[src/pcoc_clkdiv.sv]
package pcoc_pkg;
    localparam int ADDR_W = 4;
    localparam int DATA_W = 32;
    localparam logic [3:0] CTRL_ADDR = 4'h0;
    localparam logic [3:0] STAT_ADDR = 4'h4;
    localparam logic [7:0] CTRL_RESET = 8'hE0;
    localparam int MODE_HI = 7;
    localparam int MODE_LO = 5;
    localparam int CLK_ON_BIT = 4;
    localparam int DIV_HI = 3;
    localparam int DIV_LO = 2;
    localparam int SER_ON_BIT = 1;
    localparam logic [1:0] DIV_SYS = 2'h0;
    localparam logic [1:0] DIV_4 = 2'h1;
    localparam logic [1:0] DIV_8 = 2'h2;
    localparam logic [1:0] DIV_TMR = 2'h3;
    localparam logic [2:0] MODE_SPI_M4 = 3'h0;
    localparam logic [2:0] MODE_SPI_M16 = 3'h1;
    localparam logic [2:0] MODE_SPI_M64 = 3'h2;
    localparam logic [2:0] MODE_SPI_MSUB = 3'h3;
    localparam logic [2:0] MODE_SPI_MTMR = 3'h4;
    localparam logic [2:0] MODE_SPI_SLV = 3'h5;
    localparam logic [2:0] MODE_I2C_SLV = 3'h6;
    localparam int CNT_W = 7;
    localparam int TAP_SYS = 0;
    localparam int TAP_SYS4 = 2;
    localparam int TAP_SYS8 = 3;
    localparam int TAP_SYS16 = 4;
    localparam int TAP_SYS64 = 6;
endpackage : pcoc_pkg

`timescale 1ns/1ps
`default_nettype none

module pcoc_clkdiv #(
    parameter int WIDTH = pcoc_pkg::CNT_W
) (
    input wire logic mclk,
    input wire logic reset_n,
    output logic [WIDTH-1:0] taps
);
    import pcoc_pkg::*;

    logic [WIDTH-1:0] cnt_reg;
    logic [WIDTH-1:0] cnt_next;

    // The counter never stops, so every tap stays phase locked to the others.
    always_comb
    begin
        cnt_next = cnt_reg + {{(WIDTH-1){1'b0}}, 1'b1};
    end

    always_ff @(posedge mclk)
    begin
        if (!reset_n)
            cnt_reg <= '0;
        else
            cnt_reg <= cnt_next;
    end

    assign taps = cnt_reg;
endmodule : pcoc_clkdiv

`default_nettype wire

[src/pcoc_top.sv]
`timescale 1ns/1ps
`default_nettype none

module pcoc_top (
    input wire logic mclk,
    input wire logic reset_n,
    input wire logic [pcoc_pkg::ADDR_W-1:0] avs_address,
    input wire logic avs_read,
    input wire logic avs_write,
    input wire logic [pcoc_pkg::DATA_W-1:0] avs_writedata,
    input wire logic [3:0] avs_byteenable,
    output logic [pcoc_pkg::DATA_W-1:0] avs_readdata,
    output logic avs_waitrequest,
    input wire logic sleep_mode,
    input wire logic serial_option_en,
    input wire logic timer0_half_rate_clk,
    input wire logic sub_clock,
    input wire logic port_out_data,
    input wire logic port_out_en,
    output logic shared_port_pin_o,
    output logic shared_port_pin_oe,
    output logic serial_iface_active,
    output logic spi_master_en,
    output logic spi_slave_en,
    output logic i2c_slave_en,
    output logic spi_master_clk,
    output logic spi_ctrl_init
);
    import pcoc_pkg::*;

    logic [CNT_W-1:0] taps;
    logic [7:1] ctrl_reg, ctrl_next;
    logic wait_reg, wait_next;
    logic [DATA_W-1:0] rdata_reg, rdata_next;
    logic sub_meta_reg, sub_sync_reg;
    logic pin_o_reg, pin_o_next, pin_oe_reg, pin_oe_next;
    logic ser_reg, ser_next, init_reg, init_next;
    logic mst_reg, mst_next, slv_reg, slv_next, i2c_reg, i2c_next;
    logic sclk_reg, sclk_next;
    logic req, wr_take, clk_src;
    logic [1:0] div_sel;
    logic [2:0] mode;

    pcoc_clkdiv #(
        .WIDTH(CNT_W)
    ) u_div (
        .mclk(mclk),
        .reset_n(reset_n),
        .taps(taps)
    );

    assign req = avs_read | avs_write;
    assign wr_take = avs_write & ~wait_reg & avs_byteenable[0] & (avs_address == CTRL_ADDR);
    assign div_sel = ctrl_reg[DIV_HI:DIV_LO];
    assign mode = ctrl_reg[MODE_HI:MODE_LO];

    // Every access costs one wait cycle; read data is captured while waitrequest is high.
    always_comb
    begin
        wait_next = ~(req & wait_reg);
        rdata_next = rdata_reg;
        ctrl_next = ctrl_reg;
        if (req & wait_reg)
        begin
            rdata_next = '0;
            if (avs_address == CTRL_ADDR)
                rdata_next[7:0] = {ctrl_reg, 1'b0};
            else if (avs_address == STAT_ADDR)
                rdata_next[4:0] = {sub_sync_reg, serial_option_en, sleep_mode, ser_reg, pin_oe_reg};
        end
        if (wr_take)
            ctrl_next = avs_writedata[7:1];
    end

    always_comb
    begin
        case (div_sel)
            DIV_SYS: clk_src = taps[TAP_SYS];
            DIV_4: clk_src = taps[TAP_SYS4];
            DIV_8: clk_src = taps[TAP_SYS8];
            default: clk_src = timer0_half_rate_clk;
        endcase
        if (ctrl_reg[CLK_ON_BIT] & ~sleep_mode)
        begin
            pin_o_next = clk_src;
            pin_oe_next = 1'b1;
        end
        else
        begin
            pin_o_next = port_out_data;
            pin_oe_next = port_out_en;
        end
    end

    always_comb
    begin
        ser_next = ctrl_reg[SER_ON_BIT] & serial_option_en;
        init_next = ser_next & ~ser_reg;
        mst_next = ser_next & (mode <= MODE_SPI_MTMR);
        slv_next = ser_next & (mode == MODE_SPI_SLV);
        i2c_next = ser_next & (mode == MODE_I2C_SLV);
        case (mode)
            MODE_SPI_M4: sclk_next = taps[TAP_SYS4];
            MODE_SPI_M16: sclk_next = taps[TAP_SYS16];
            MODE_SPI_M64: sclk_next = taps[TAP_SYS64];
            MODE_SPI_MSUB: sclk_next = sub_sync_reg;
            MODE_SPI_MTMR: sclk_next = timer0_half_rate_clk;
            default: sclk_next = 1'b0;
        endcase
        sclk_next = sclk_next & mst_next;
    end

    always_ff @(posedge mclk)
    begin
        if (!reset_n)
        begin
            ctrl_reg <= CTRL_RESET[7:1];
            wait_reg <= 1'b1;
            rdata_reg <= '0;
            sub_meta_reg <= 1'b0;
            sub_sync_reg <= 1'b0;
            pin_o_reg <= 1'b0;
            pin_oe_reg <= 1'b0;
            ser_reg <= 1'b0;
            init_reg <= 1'b0;
            mst_reg <= 1'b0;
            slv_reg <= 1'b0;
            i2c_reg <= 1'b0;
            sclk_reg <= 1'b0;
        end
        else
        begin
            ctrl_reg <= ctrl_next;
            wait_reg <= wait_next;
            rdata_reg <= rdata_next;
            sub_meta_reg <= sub_clock;
            sub_sync_reg <= sub_meta_reg;
            pin_o_reg <= pin_o_next;
            pin_oe_reg <= pin_oe_next;
            ser_reg <= ser_next;
            init_reg <= init_next;
            mst_reg <= mst_next;
            slv_reg <= slv_next;
            i2c_reg <= i2c_next;
            sclk_reg <= sclk_next;
        end
    end

    assign avs_readdata = rdata_reg;
    assign avs_waitrequest = wait_reg;
    assign shared_port_pin_o = pin_o_reg;
    assign shared_port_pin_oe = pin_oe_reg;
    assign serial_iface_active = ser_reg;
    assign spi_master_en = mst_reg;
    assign spi_slave_en = slv_reg;
    assign i2c_slave_en = i2c_reg;
    assign spi_master_clk = sclk_reg;
    assign spi_ctrl_init = init_reg;

    AST_BIT0_ZERO: assert property (@(posedge mclk) disable iff (!reset_n)
        (avs_read & wait_reg & (avs_address == CTRL_ADDR)) |=> !avs_readdata[0])
        else $error("Control bit 0 read back nonzero.");

    AST_WRITE_ENABLE: assert property (@(posedge mclk) disable iff (!reset_n)
        wr_take |=> (ctrl_reg[CLK_ON_BIT] == $past(avs_writedata[CLK_ON_BIT])))
        else $error("Clock output enable write not stored.");

    AST_ENABLE_DRIVES: assert property (@(posedge mclk) disable iff (!reset_n)
        (ctrl_reg[CLK_ON_BIT] & !sleep_mode) |=> shared_port_pin_oe)
        else $error("Enabled clock output not driving pin.");

    AST_SLEEP_STOPS: assert property (@(posedge mclk) disable iff (!reset_n)
        sleep_mode |=> (shared_port_pin_oe == $past(port_out_en))
            && (shared_port_pin_o == $past(port_out_data)))
        else $error("Clock output kept running in sleep.");

    AST_DISABLED_PORT: assert property (@(posedge mclk) disable iff (!reset_n)
        !ctrl_reg[CLK_ON_BIT] |=> (shared_port_pin_o == $past(port_out_data)))
        else $error("Disabled clock output did not free the pin.");

    AST_DIV4: assert property (@(posedge mclk) disable iff (!reset_n)
        (ctrl_reg[CLK_ON_BIT] & !sleep_mode & (div_sel == DIV_4))
            |=> (shared_port_pin_o == $past(taps[TAP_SYS4])))
        else $error("Quarter rate clock not on pin.");

    AST_SPI_M64: assert property (@(posedge mclk) disable iff (!reset_n)
        (ser_next & (mode == MODE_SPI_M64)) |=> (spi_master_clk == $past(taps[TAP_SYS64])))
        else $error("SPI master clock not system over 64.");

    AST_SLAVE_DECODE: assert property (@(posedge mclk) disable iff (!reset_n)
        (ser_next & (mode == MODE_SPI_SLV)) |=> spi_slave_en && !spi_master_en && !spi_master_clk)
        else $error("SPI slave mode decoded wrongly.");

    AST_OPTION_GATE: assert property (@(posedge mclk) disable iff (!reset_n)
        !serial_option_en |=> !serial_iface_active && !i2c_slave_en)
        else $error("Serial interface on without configuration option.");

    AST_FLOAT_OFF: assert property (@(posedge mclk) disable iff (!reset_n)
        !ctrl_reg[SER_ON_BIT] |=> !serial_iface_active && !spi_master_en)
        else $error("Serial lines active with enable bit clear.");

    AST_INIT_PULSE: assert property (@(posedge mclk) disable iff (!reset_n)
        $rose(serial_iface_active) |-> spi_ctrl_init ##1 !spi_ctrl_init)
        else $error("Setup pulse missing on serial enable.");
endmodule : pcoc_top

`default_nettype wire

[config.mk]
export PLATFORM = sky130hd
export DESIGN_NAME = pcoc_top
export DESIGN_NICKNAME = d
export VERILOG_FILES = /design/src/pcoc_clkdiv.sv /design/src/pcoc_top.sv
export SDC_FILE = /design/constraint.sdc
export NUM_CORES = 1
export LEC_CHECK = 0
export BUFFER_PORTS_ARGS = -buffer_cell sky130_fd_sc_hd__buf_2
export CORE_ASPECT_RATIO = 2
export CORE_UTILIZATION = 43
export CTS_CLUSTER_SIZE = 40
export DETAILED_ROUTE_END_ITERATION = 10
export PLACE_DENSITY = 0.86
export SYNTH_ARGS = -nofsm -noshare
export SYNTH_HDL_FRONTEND = slang
export SYNTH_SLANG_ARGS = --single-unit
[constraint.sdc]
create_clock -name mclk -period 1.7 [get_ports mclk]
set_clock_uncertainty 0.05 [all_clocks]
set_input_delay 0 -clock mclk [delete_from_list [all_inputs] [get_ports mclk]]
set_output_delay 0 -clock mclk [all_outputs]
set_load 0.005 [all_outputs]
==> impl_metrics.yaml <==
cells_and_area:
  n_fill_cell: 319
  drive_gt1_share_pct: 26.5
  finish.instance_area_mm2: 0.00189
  regArea_um2: 661
  final_cell_mix: "buf_2 (38), dfxtp_1 (33), conb_1 (24)"
  antenna_cells: 0
  final_nets: 265
  multiInputGateArea_um2: 728
  layout_commonest_cell: "buf_2"
  largest_register_ffs: 8
  area_delta_synth_final_pct: 24.6
status:
  violations: "DRC"
  status: "complete, but fails checks"
synth:
  yosysSeqAreaShare_pct: 43.6
  synthAdderAreaFrac_pct: 0.826
  synthTopCellsByArea: "dfxtp_1 (44%), buf_4 (12%), mux2i_1 (6.6%), nand2_1 (5.7%), nor2b_1 (3.7%)"
  synth_top_area_share_pct: 43.6
  synth_top_family_by_area: "simple AND/OR/NAND/NOR gates"
  yosys.area_share.simple_pct: 22.7
  muxShareOfSynthArea_pct: 12.6
  synth-compound-area-share_pct: 4.29
  synthCells: 161
  synth_cell_types: 28
  synthXorXnorAreaFrac_pct: 1.73
  syn_area_mm2: 0.00152
  synth-seq-cells: 33
  synth_top_area_cell: "dfxtp_1"
  synth_area_per_cell_um2: 9.41
  yosys_warnings: 0
floorplan:
  die_width_um: 44.0
  dieArea_mm2: 0.00378
  initial_utilization_pct: 44.9
  placement_rows: 30
  ios: 91
  core_mm2: 0.00338
  die_h_um: 86.0
placement:
  place_congestion: 0.835
  post-dp-hpwl_um: 2210
  portBuffers: 38
  dp_slack_ps: 367
  placed_area_mm2: 0.00164
worst_setup_path:
  r2r_cells: 3
  cp-start-kind: "input port"
  cp.arrival_ps: 1630
  crit_path_frequent_cell: "dlygate4sd3_1"
  crit_fanout: 4
  worstSetupStartpoint: "avs_address[0]"
  reg2reg_to: "spi_master_clk$_SDFF_PN0_"
  crit_cells: 6
  path_cells: "dlygate4sd3_1, buf_2, nor3_2, dlygate4sd3_1, nand2_1, o21ai_0"
  regToRegSetupSlack_ps: 360
  critPathRequiredTime_ps: 1870
  crit_path_end_kind: "flop"
  r2r_start: "ctrl_reg[7]$_SDFFE_PN1P_"
  critPathMaxStageDelay_ps: 590
  path_class: "in -> reg"
  path_delay_family: "buffers and inverters"
  cp-endpoint: "avs_readdata[2]$_SDFFE_PN0P_"
  cpMaxStageDelayCell: "dlygate4sd3_1"
  path_buf_inv: 3
power:
  power_switching_share_pct: 21.9
  pwr-share-comb_pct: 8.0
  p_total_mw: 1.71
  power_leakage_nw: 0.856
  p_per_area_mw_per_mm2: 905
  internal-power_mw: 1.33
  irDropWorstVdd_mv: 0.567
  p_seq_share_pct: 46.7
  clockPowerShare_pct: 45.2
  p_switching_mw: 0.374
sta:
  post-route-period-util_pct: 85.6
  fin_setup_tns_ps: 0
  relSlewSlack_pct: 57.7
  worst_pin_slew_ps: 630
  setup_viol: 0
  timing.fmax_mhz: 687
  hold_viol_final: 0
  report.final.slew_viol_count: 0
  setup_slack_ps: 244
  rsz0062_at_grt: "no"
  period_needed_ps: 1460
global_route:
  grt_pass1_vias: 1132
  grt_first_pass_wirelength_um: 4940
  grt_usage_pct: 18.6
  grt_antenna_before_repair: 0
  grt_max_degree: 33
  grt-ovfl-total: 0
clock_tree:
  cts_sinks: 33
  cts_setup_buffers: 0
  clkTransAtPathRegs_ps: 70
  tritoncts: "built"
  cts_made_buffers: 5
  clock_latency_ps: 290
  root_buffer: "clkbuf_8"
  hold_buffers: 13
  cts-resized-gates: 0
  cts_max_path_buffers: 2
  h-tree-depth: 2
route:
  drtIter0Drc: 24
  wl_um: 3130
  routed_via_density: 4.87
  drc_errors: 3
  vias: 1203
  wl_per_cell_um: 12.7
  drt-pass1-iter-count: 9
  antenna_left: 0
job:
  maxCapViolations: 0
worst_hold_path:
  holdPathStages: 2
  hp-class: "in -> reg"
[worst min path at each step]
stage	slack, ps	to	start
CTS	2	serial_iface_active$_SDFF_PN0_	serial_option_en
detailed placement	160	sub_meta_reg$_SDFF_PN0_	sub_clock
finish	3	serial_iface_active$_SDFF_PN0_	serial_option_en
floorplan	70	shared_port_pin_oe$_SDFF_PN0_	port_out_en
global placement	160	sub_meta_reg$_SDFF_PN0_	sub_clock
global route	20	shared_port_pin_oe$_SDFF_PN0_	sleep_mode
[cell usage after synthesis, drive strengths merged]
library cell / instances
and2: 7
and2b: 1
and3: 2
buf: 27
clkbuf: 4
conb: 1
dfxtp: 33
ha: 1
mux2: 4
mux2i: 10
mux4: 2
nand2: 23
nand2b: 2
nand3: 11
nand3b: 1
nor2: 2
nor2b: 9
nor3: 1
nor3b: 2
nor4b: 1
o21a: 2
o21ai: 10
or2: 1
or2b: 1
xnor2: 2
xor2: 1
[metal layers]
layer	vias to the layer above	wire, um	global-route usage, %
li1	589	-	-
met1	546	1120	17.0
met2	54	1630	31.2
met3	14	176	5.89
met4	0	208	16.3
met5	-	0	0
[power groups by stage]
stage                     registers (mW)  clock network (mW)  logic (mW)
after floorplan                    0.815                   0       0.109
after global placement             0.815                   0       0.111
after detailed placement           0.816                   0       0.113
after CTS                          0.798               0.784       0.136
after global routing               0.799               0.815       0.153
final                              0.798               0.773       0.137
[final cells by class]
cell class	instances	area share [%]
clock buffer	7	4.57
timing repair buffer	54	18.2
multi-input combinational	120	38.6
clock inverter	1	1.59
sequential	33	35.0
tap	32	2.12
[through the flow]
step	instances	hold WS, ps	util, %
2_1_floorplan	184	74.1	-
3_3_place_gp	226	161	48.6
3_5_place_dp	226	162	48.6
4_1_cts	247	2.01	55.9
5_1_grt	247	24.9	55.9
6_report	247	3.39	55.9
[logic make-up after synthesis]
group / Yosys count
AO/OA/AOI/OAI: 12
XOR/XNOR: 3
adder cells (fa/ha/maj): 1
buffers and inverters: 31
flip-flops: 33
multiplexers: 16
other: 1
AND/OR/NAND/NOR: 64
(Power assumes the default switching activity.)
